$ cat config.mk
export PLATFORM = sky130hd
export DESIGN_NAME = nac_top
export DESIGN_NICKNAME = d
export VERILOG_FILES = /design/src/hdl/nac_pkg.sv /design/src/hdl/nac_timer.sv /design/src/hdl/nac_top.sv
export VERILOG_INCLUDE_DIRS = /design/src /design/src/hdl
export SDC_FILE = /design/constraint.sdc
export NUM_CORES = 1
export LEC_CHECK = 0
export BUFFER_PORTS_ARGS = -buffer_cell sky130_fd_sc_hd__buf_4
export CORE_AREA = 2 2 86 108
export CTS_CLUSTER_DIAMETER = 30
export CTS_CLUSTER_SIZE = 14
export DETAILED_ROUTE_END_ITERATION = 10
export DIE_AREA = 0 0 88 110
export SETUP_SLACK_MARGIN = 0.4
export SLEW_MARGIN = 5
export SYNTH_ARGS = -nofsm -noshare
export SYNTH_HDL_FRONTEND = slang
export SYNTH_HIERARCHICAL = 1
export SYNTH_SLANG_ARGS = --single-unit
$ cat constraint.sdc
create_clock -name clk -period 2.2 [get_ports clk]
set_clock_uncertainty 0.05 [all_clocks]
set_input_delay 0.11 -clock clk [delete_from_list [all_inputs] [get_ports clk]]
set_output_delay 0.11 -clock clk [all_outputs]
set_load 0.05 [all_outputs]
$ cat src/hdl/nac_regs.svh
`ifndef NAC_REGS_SVH
`define NAC_REGS_SVH
`define NAC_OFS_CTRL 12'hfa6
`define NAC_OFS_IRQ_STAT 12'hfb0
`define NAC_OFS_IRQ_MASK 12'hfb4
`define NAC_BIT_PGM 7
`define NAC_BIT_CFG 6
`define NAC_BIT_FREE 4
`define NAC_BIT_ERR 3
`define NAC_BIT_WRITE_GATE 2
`define NAC_BIT_WR 1
`define NAC_BIT_RD 0
`define NAC_CTRL_RST 8'h00
`define NAC_IRQ_WDONE 0
`define NAC_IRQ_RDONE 1
`define NAC_IRQ_ERR 2
`define NAC_PROG_CYCLES 16'h0100
`endif

$ cat src/hdl/nac_pkg.sv
package nac_pkg;
  typedef enum logic [2:0] {
    NAC_IDLE = 3'b001,
    NAC_PROG = 3'b010,
    NAC_READ = 3'b100
  } nac_state_e;
  typedef struct packed {
    logic [1:0] space;
    logic erase;
    logic write;
    logic read;
  } nac_cmd_s;
  typedef logic [2:0] nac_irq_t;
endpackage

$ cat src/hdl/nac_timer.sv
`timescale 1ns/1ps
`default_nettype none
module nac_timer #(
  parameter logic [15:0] CYCLES = 16'h0100
) (
  input wire logic clk,
  input wire logic rst_n,
  input wire logic start,
  output logic busy,
  output logic done
);
  logic [15:0] cnt_reg;
  always_ff @(posedge clk or negedge rst_n) begin
    if (!rst_n) begin
      cnt_reg <= 16'h0000;
      busy <= 1'b0;
      done <= 1'b0;
    end else begin
      done <= 1'b0;
      if (start && !busy) begin
        cnt_reg <= CYCLES;
        busy <= 1'b1;
      end else if (busy) begin
        if (cnt_reg == 16'h0001) begin
          busy <= 1'b0;
          done <= 1'b1;
        end
        cnt_reg <= cnt_reg - 16'h0001;
      end
    end
  end
endmodule
`default_nettype wire

$ cat src/hdl/nac_top.sv
`timescale 1ns/1ps
`default_nettype none
`include "nac_regs.svh"
module nac_top #(
  parameter logic [15:0] PROG_CYCLES = `NAC_PROG_CYCLES
) (
  input wire logic clk,
  input wire logic rst_n,
  input wire logic psel,
  input wire logic penable,
  input wire logic pwrite,
  input wire logic [11:0] paddr,
  input wire logic [31:0] pwdata,
  output logic [31:0] prdata,
  output logic pready,
  output logic pslverr,
  input wire logic prog_reset,
  output nac_pkg::nac_cmd_s nvm_cmd,
  output logic irq
);
  import nac_pkg::*;

  logic [7:0] ctrl_reg;
  nac_irq_t stat_reg;
  nac_irq_t mask_reg;
  nac_state_e state_reg;
  logic timer_busy;
  logic timer_done;
  logic timer_start;
  logic wr_acc;
  logic rd_acc;
  logic set_wr;
  logic set_rd;

  function automatic logic hit(input logic [11:0] a, input logic [11:0] o);
    hit = (a == o);
  endfunction

  assign wr_acc = psel && penable && pwrite;
  assign rd_acc = psel && !penable && !pwrite;
  assign set_wr = wr_acc && hit(paddr, `NAC_OFS_CTRL) && pwdata[`NAC_BIT_WR]
                  && ctrl_reg[`NAC_BIT_WRITE_GATE] && state_reg == NAC_IDLE
                  && !timer_busy;
  assign set_rd = wr_acc && hit(paddr, `NAC_OFS_CTRL) && pwdata[`NAC_BIT_RD]
                  && !pwdata[`NAC_BIT_PGM] && state_reg == NAC_IDLE;
  assign timer_start = state_reg == NAC_PROG && !timer_busy && !timer_done;

  nac_timer #(.CYCLES(PROG_CYCLES)) u_timer (
    .clk(clk),
    .rst_n(rst_n),
    .start(timer_start),
    .busy(timer_busy),
    .done(timer_done)
  );

  // Sequencer
  always_ff @(posedge clk or negedge rst_n) begin
    if (!rst_n) begin
      state_reg <= NAC_IDLE;
    end else begin
      unique case (state_reg)
        NAC_IDLE: begin
          if (set_wr) begin
            state_reg <= NAC_PROG;
          end else if (set_rd) begin
            state_reg <= NAC_READ;
          end
        end
        NAC_PROG: begin
          if (prog_reset || timer_done) begin
            state_reg <= NAC_IDLE;
          end
        end
        NAC_READ: begin
          state_reg <= NAC_IDLE;
        end
      endcase
    end
  end

  // Control register
  always_ff @(posedge clk or negedge rst_n) begin
    if (!rst_n) begin
      ctrl_reg <= `NAC_CTRL_RST;
    end else begin
      if (wr_acc && hit(paddr, `NAC_OFS_CTRL) && state_reg == NAC_IDLE) begin
        ctrl_reg[`NAC_BIT_PGM] <= pwdata[`NAC_BIT_PGM];
        ctrl_reg[`NAC_BIT_CFG] <= pwdata[`NAC_BIT_CFG];
        ctrl_reg[`NAC_BIT_FREE] <= pwdata[`NAC_BIT_FREE];
        ctrl_reg[`NAC_BIT_WRITE_GATE] <= pwdata[`NAC_BIT_WRITE_GATE];
        ctrl_reg[`NAC_BIT_ERR] <= pwdata[`NAC_BIT_ERR];
      end else if (wr_acc && hit(paddr, `NAC_OFS_CTRL)) begin
        ctrl_reg[`NAC_BIT_WRITE_GATE] <= pwdata[`NAC_BIT_WRITE_GATE];
      end
      if (set_wr) begin
        ctrl_reg[`NAC_BIT_WR] <= 1'b1;
      end
      if (set_rd) begin
        ctrl_reg[`NAC_BIT_RD] <= 1'b1;
      end
      if (state_reg == NAC_READ) begin
        ctrl_reg[`NAC_BIT_RD] <= 1'b0;
      end
      if (state_reg == NAC_PROG && timer_done && !prog_reset) begin
        ctrl_reg[`NAC_BIT_WR] <= 1'b0;
        ctrl_reg[`NAC_BIT_FREE] <= 1'b0;
      end
      if (state_reg == NAC_PROG && prog_reset) begin
        ctrl_reg[`NAC_BIT_ERR] <= 1'b1;
        ctrl_reg[`NAC_BIT_WR] <= 1'b0;
      end
      ctrl_reg[5] <= 1'b0;
    end
  end

  // Command to storage
  always_ff @(posedge clk or negedge rst_n) begin
    if (!rst_n) begin
      nvm_cmd <= '0;
    end else begin
      nvm_cmd.space <= ctrl_reg[`NAC_BIT_CFG] ? 2'h2 : {1'b0, ctrl_reg[`NAC_BIT_PGM]};
      nvm_cmd.write <= state_reg == NAC_PROG && ctrl_reg[`NAC_BIT_WR]
                       && !prog_reset;
      nvm_cmd.erase <= state_reg == NAC_PROG && ctrl_reg[`NAC_BIT_FREE]
                       && !prog_reset;
      nvm_cmd.read <= state_reg == NAC_READ;
    end
  end

  // Interrupt status, write one to clear, set wins
  always_ff @(posedge clk or negedge rst_n) begin
    if (!rst_n) begin
      stat_reg <= 3'h0;
      mask_reg <= 3'h0;
    end else begin
      nac_irq_t ev;
      nac_irq_t clr;
      ev = 3'h0;
      clr = 3'h0;
      ev[`NAC_IRQ_WDONE] = state_reg == NAC_PROG && timer_done && !prog_reset;
      ev[`NAC_IRQ_RDONE] = state_reg == NAC_READ;
      ev[`NAC_IRQ_ERR] = state_reg == NAC_PROG && prog_reset;
      if (wr_acc && hit(paddr, `NAC_OFS_IRQ_STAT)) begin
        clr = pwdata[2:0];
      end
      stat_reg <= (stat_reg & ~clr) | ev;
      if (wr_acc && hit(paddr, `NAC_OFS_IRQ_MASK)) begin
        mask_reg <= pwdata[2:0];
      end
    end
  end

  always_ff @(posedge clk or negedge rst_n) begin
    if (!rst_n) begin
      irq <= 1'b0;
    end else begin
      irq <= |(stat_reg & mask_reg);
    end
  end

  // APB slave, no wait states
  always_ff @(posedge clk or negedge rst_n) begin
    if (!rst_n) begin
      prdata <= 32'h0000_0000;
      pready <= 1'b0;
      pslverr <= 1'b0;
    end else begin
      pready <= psel && !penable;
      pslverr <= psel && !penable && !(hit(paddr, `NAC_OFS_CTRL)
                 || hit(paddr, `NAC_OFS_IRQ_STAT) || hit(paddr, `NAC_OFS_IRQ_MASK));
      if (rd_acc) begin
        if (hit(paddr, `NAC_OFS_CTRL)) begin
          prdata <= {24'h00_0000, ctrl_reg};
        end else if (hit(paddr, `NAC_OFS_IRQ_STAT)) begin
          prdata <= {29'h0000_0000, stat_reg};
        end else if (hit(paddr, `NAC_OFS_IRQ_MASK)) begin
          prdata <= {29'h0000_0000, mask_reg};
        end else begin
          prdata <= 32'h0000_0000;
        end
      end
    end
  end

  wr_gate_a: assert property (@(posedge clk) disable iff (!rst_n)
    $rose(ctrl_reg[`NAC_BIT_WR]) |-> $past(ctrl_reg[`NAC_BIT_WRITE_GATE]))
    else $error("write started without gate");
  rd_clear_a: assert property (@(posedge clk) disable iff (!rst_n)
    $rose(ctrl_reg[`NAC_BIT_RD]) |=> !ctrl_reg[`NAC_BIT_RD])
    else $error("read start not cleared");
  rd_flash_a: assert property (@(posedge clk) disable iff (!rst_n)
    $rose(ctrl_reg[`NAC_BIT_RD]) |-> !ctrl_reg[`NAC_BIT_PGM])
    else $error("read start set with flash");
  wr_hold_a: assert property (@(posedge clk) disable iff (!rst_n)
    state_reg == NAC_PROG && !timer_done && !prog_reset |=> ctrl_reg[`NAC_BIT_WR])
    else $error("write start dropped early");
  wr_done_a: assert property (@(posedge clk) disable iff (!rst_n)
    state_reg == NAC_PROG && timer_done && !prog_reset |=> !ctrl_reg[`NAC_BIT_WR]
    && !ctrl_reg[`NAC_BIT_FREE] && !ctrl_reg[`NAC_BIT_ERR] ##0 state_reg == NAC_IDLE)
    else $error("completion not handled");
  err_set_a: assert property (@(posedge clk) disable iff (!rst_n)
    state_reg == NAC_PROG && prog_reset |=> ctrl_reg[`NAC_BIT_ERR])
    else $error("write error not flagged");
  err_keep_a: assert property (@(posedge clk) disable iff (!rst_n)
    state_reg == NAC_PROG && prog_reset |=> $stable(ctrl_reg[7:6]))
    else $error("select bits changed on error");
  erase_out_a: assert property (@(posedge clk) disable iff (!rst_n)
    nvm_cmd.erase |-> $past(ctrl_reg[`NAC_BIT_FREE]))
    else $error("erase without enable");
  space_out_a: assert property (@(posedge clk) disable iff (!rst_n)
    $past(ctrl_reg[`NAC_BIT_CFG]) |-> nvm_cmd.space == 2'h2)
    else $error("space select wrong");
  write_cv: cover property (@(posedge clk) disable iff (!rst_n)
    state_reg == NAC_PROG && timer_done);
  read_cv: cover property (@(posedge clk) disable iff (!rst_n) state_reg == NAC_READ);
  err_cv: cover property (@(posedge clk) disable iff (!rst_n)
    state_reg == NAC_PROG && prog_reset);
endmodule
`default_nettype wire

### Word-level counts from Yosys, hierarchy flattened

Cells that the tools add are included.

* bitwise logic cells: 4
* multiplexer cells: 27
* $add $sub $neg: 1
* equality and inequality tests: 9
* reduce and logical (&&, ||, !) cells: 44

Operator list (count)
* $eq A12 B12 Y1 const B: 3
* $mux W16: 2
* $logic_and A1 B1 Y1: 26
* $mux W3: 6
* $eq A16 B1 Y1 const B: 1
* $sub A16 B1 Y16 const B: 1
* $mux W1: 15
* $reduce_bool A2 Y1: 5
* $pmux W3 S3: 1
* $mux W8: 1
* $logic_not A1 Y1: 7
* $and A3 B3 Y3: 2
* $mux W2: 2
* $eq A3 B1 Y1 const B: 1
* $eq A3 B2 Y1 const B: 1
* $eq A3 B3 Y1 const B: 1
* $logic_or A1 B1 Y1: 3
* $ne A3 B3 Y1 const B: 1
* $not A3 Y3: 1
* $or A3 B3 Y3: 1
* $reduce_bool A3 Y1: 1
* $reduce_or A3 Y1: 1
* $ne A2 B1 Y1 const B: 1
* $reduce_and A2 Y1: 1

* word-level logic and storage cells: 105
* input port bits: 50
* bits in registers: 74

### Logic depth before layout (Yosys ltp)

* depth after elaboration: 10
* mapped depth: 6
* gate-level depth less buffers: 5

### By module

The synthesis kept the hierarchy.

By module, submodules not included
* nac_top: cells an instance 149, instances 1, area each 1581.5 µm²
* nac_timer: cells an instance 88, instances 1, area each 952.2 µm²

### Worst setup path before layout

OpenSTA, ideal clock, no wires.

* path kind: reg-to-reg
* start: reg state_reg[0]
* end: reg u_timer.cnt_reg[4]
* path buffers: 2
* library setup time: 0.132 ns
* cell stages (with the launch flop): 7
* data required time: 2.018 ns
* setup slack: 0.633 ns
* arrival: 1.385 ns
* period minus slack after synthesis: 1.567 ns
* path through: dfstp_2 clkbuf_1 nor4_1 nand2b_1 buf_2 nand3_1 o21ai_0

* word-level cells in the longest chain between the ends: 5

RTL lines
* from (decl): RTL line nac_top.sv:26 `nac_state_e state_reg;`
* from (signal assigned): RTL line nac_top.sv:59 `state_reg <= NAC_IDLE;`
* from (signal assigned): RTL line nac_top.sv:64 `state_reg <= NAC_PROG;`
* from (signal assigned): RTL line nac_top.sv:66 `state_reg <= NAC_READ;`
* $eq A3 B2 Y1 (*): RTL line nac_top.sv:46 `assign timer_start = state_reg == NAC_PROG && !timer_busy && !timer_done;`
* $logic_and A1 B1 Y1 (*) (2 in series): RTL line nac_top.sv:46
* via timer_start: RTL line nac_top.sv:29 `logic timer_start;`
* $logic_and A1 B1 Y1 (*): RTL line nac_timer.sv:20 `if (start && !busy) begin`
* $mux W16 or $reduce_bool A2 Y1 (tied branches)
* to (signal assigned): RTL line nac_timer.sv:28 `cnt_reg <= cnt_reg - 16'h0001;`
* to (decl): RTL line nac_timer.sv:12 `logic [15:0] cnt_reg;`

The timed path passes the listed nets; every way through them passes the cells marked *.
A chain may end at the register's enable or synchronous reset.

### Final worst setup path

* start: reg u_timer.cnt_reg[1]
* end: reg u_timer.cnt_reg[10]

* word-level cells in the longest chain between the ends: 3

RTL lines
* $sub A16 B1 Y16: RTL line nac_timer.sv:28
* $mux W16: RTL line nac_timer.sv:23 `end else if (busy) begin`
* $mux W16: RTL line nac_timer.sv:20

No other way between the ends. The select of a mux whose other input is x is not followed.

==> metrics <==
worst min-delay path class in2reg; Worst-path clk slew 0.09 ns; Nets 340; Worst EP arrival 1.84 ns; gr ovfl total 0; initial core utilization 0.2944; I/O pin cnt 90; Reg2Reg Depth 5; I/O Buffers 39; Post-Layout Cell Count 409; cts bufs inserted 5; Peak VDD IR 0.0002853 V; Final Slew Violations 0; CP max FO 5; power per cell area 667.5 mW/mm^2; Leak Pwr 1.476 nW; status complete, no violations; Hold EP mask_reg[1]; cell taking the most area after synthesis dfrtp_1; CP startpoint kind register; Worst Setup End Kind register; vias in the first global route 1965; post-synthesis sequential area ratio 0.4844; largest net degree at the start of global routing 50; hold path cells 2; CTS tree done; Wirelength per Cell 13.05 um; WL final 5339 um; Tightest Pin Transition 0.6096 ns; Post-synth ARST share 1.000; Post-synth top flop dfrtp_1; HP Start pwdata[1]; DRT iter0 DRCs 78; total chip power 2.081 mW; clk_lat worst skew 0.31 ns; Setup CP Type reg2reg; vias post-DR 1903; CTS sink count 49; RSZ-0062 raised after global routing false; Post-CTS Setup Bufs 0; Required @ worst endpoint 2.37 ns; post-synth top area share 0.4741; initial antenna violation count 0; uppermost layer routed met4; cell area after synthesis 0.002534 mm^2; clock root buffer clkbuf_8; Reg-to-Reg Start u_timer/cnt_reg[1]; n_diodes 0; largest cells by area after synthesis dfrtp_1 (47%), buf_4 (7.4%), mux2i_1 (4.7%); Die Span Y 110 um; Ys Warns 6; Max-Cap Viols 0; headroom to the max-slew limit 0.5936; core area 0.008606 mm^2; met2 WL 2809 um; M1 WL 2186 um; number of synthesized register bits 49; die footprint 0.009680 mm^2; Place WS 0.3181 ns; first-pass GRT wire length 8983 um; Vias/cell 4.653; Fmax 0.5998 GHz; Unique masters post-synth 51; share of layout cells above drive strength 1 0.2457; slowest CP cell dfrtp_1; Tot GR Track Use 0.1175; Hold Slack 0.01053 ns; R2R Setup Slk 0.53 ns; Mapped Cells 237; mean post-synth cell area 10.69 um^2; Final HPWL DP 4021 um; iteration count of the initial detailed-routing pass 4; Setup TNS 0 ns; row count 38; H-tree Lvls 2; P&R area growth vs syn 23.06%; max reg flops 16; antenna viol nets, final 0; period utilization 0.7579; fin worst setup slack 0.5327 ns; GP Congestion 0.7803; reg2reg end u_timer/cnt_reg[10]; # DRC 0; final hold violations 0; met3 WL post-DR 251 um; EDFF count, synth 0; Setup violations, final 0; min cycle time layout 1.667 ns; crit-path cells inv_1 -> ha_1 -> nand4bb_4 -> nor4b_4 -> mux2i_1; Die Wd 88 um; dpl cells 394; clock buffer depth 2; slowest stage delay, CP 0.44 ns
-- critical path, delay by kind of cell (launching register included) --
kind / cells / cell delay, ns
and+or+nand+nor: 2 / 0.49
DFF: 1 / 0.44
adders and majority gates: 1 / 0.27
muxes: 1 / 0.23
buffers and inverters: 1 / 0.11
-- cell type report --
class,instances,area (um^2)
sequential,49,1227
fill,860,5488
inverter,8,30.03
clock inverter,3,68.82
multi-input combinational,174,1180
timing repair buffer,50,392.9
clock buffer,5,68.82
tap,120,150.1
-- power by group --
| group | internal, mW | switching, mW |
|---|---|---|
| clock | 0.458 | 0.310 |
| combinational | 0.0950 | 0.242 |
| sequential | 0.939 | 0.0377 |
-- layout by cell type (no fill, tap or decap), drive strengths merged, types with 3 or more instances in the layout --
cell         instances
dlygate4sd3          7
clkbuf               5
nand2b               5
a21oi               12
dfrtp               48
conb                25
mux2i               12
a22o                 4
o21ai                7
nor4                 8
nor2b                4
a31oi                3
o221ai               3
nand3                6
inv                  9
and2                 3
mux2                 5
nand4                6
nor3                 8
nand2               21
buf                 43
nand3b               4
nor2                 8
-- logic make-up (layout without fill, tap and decap cells) --
logic type               count (synthesis)  count (layout)  synth area share
buffers and inverters                   38              66           0.09481
AND/OR/NAND/NOR                         90              90            0.2346
AO/OA/AOI/OAI                           40              40            0.1052
multiplexers                            17              17           0.06963
adder cells (fa/ha/maj)                  2               2          0.009875
flip-flops                              49              49            0.4844
other                                    1              25          0.001480
-- synth_stat cells (5+ instances only) --
master / count
inv_1: 8
nor2_1: 8
nand2_1: 21
nor4_1: 6
nor3_1: 8
nand4_1: 6
mux2i_1: 12
a21oi_1: 12
nand2b_1: 5
mux2_2: 5
dfrtp_1: 48
o21ai_0: 7
nand3_1: 6
buf_4: 25
-- worst max-delay path by stage --
stage,startpoint,endpoint,slack (ns),cells after the start
2_1_floorplan,state_reg[0],u_timer/cnt_reg[4],0.63,6
3_3_place_gp,state_reg[2],u_timer/cnt_reg[6],0.39,5
6_report,u_timer/cnt_reg[1],u_timer/cnt_reg[10],0.53,5
5_1_grt,u_timer/cnt_reg[5],u_timer/cnt_reg[10],0.41,3
3_5_place_dp,state_reg[2],u_timer/cnt_reg[6],0.32,5
4_1_cts,state_reg[2],u_timer/cnt_reg[6],0.49,5
-- routing by layer --
metal  vias to the layer above  track usage
li1                        916            -
met1                       925       0.1280
met4                         0      0.04066
met3                         9      0.02010
met2                        53       0.2251
met5                         -            0
-- stage by stage --
stage                     cell area (um^2)  utilization
after floorplan                       2624            -
after global placement                2887       0.3354
after detailed placement              2887       0.3354
after CTS                             3103       0.3606
after global routing                  3118       0.3623
final                                 3118       0.3623
-- timing repair --
| item | in CTS | in global routing |
|---|---|---|
| gates cloned | 0 | 0 |
| endpoints found under the hold margin | 54 | 0 |
| gates resized for setup | 2 | 3 |
| setup endpoints to repair | 2 | 7 |
| pin swaps | 0 | 1 |
| hold buffers | 7 | 0 |
Note: power is estimated with default switching activity, not from simulation.
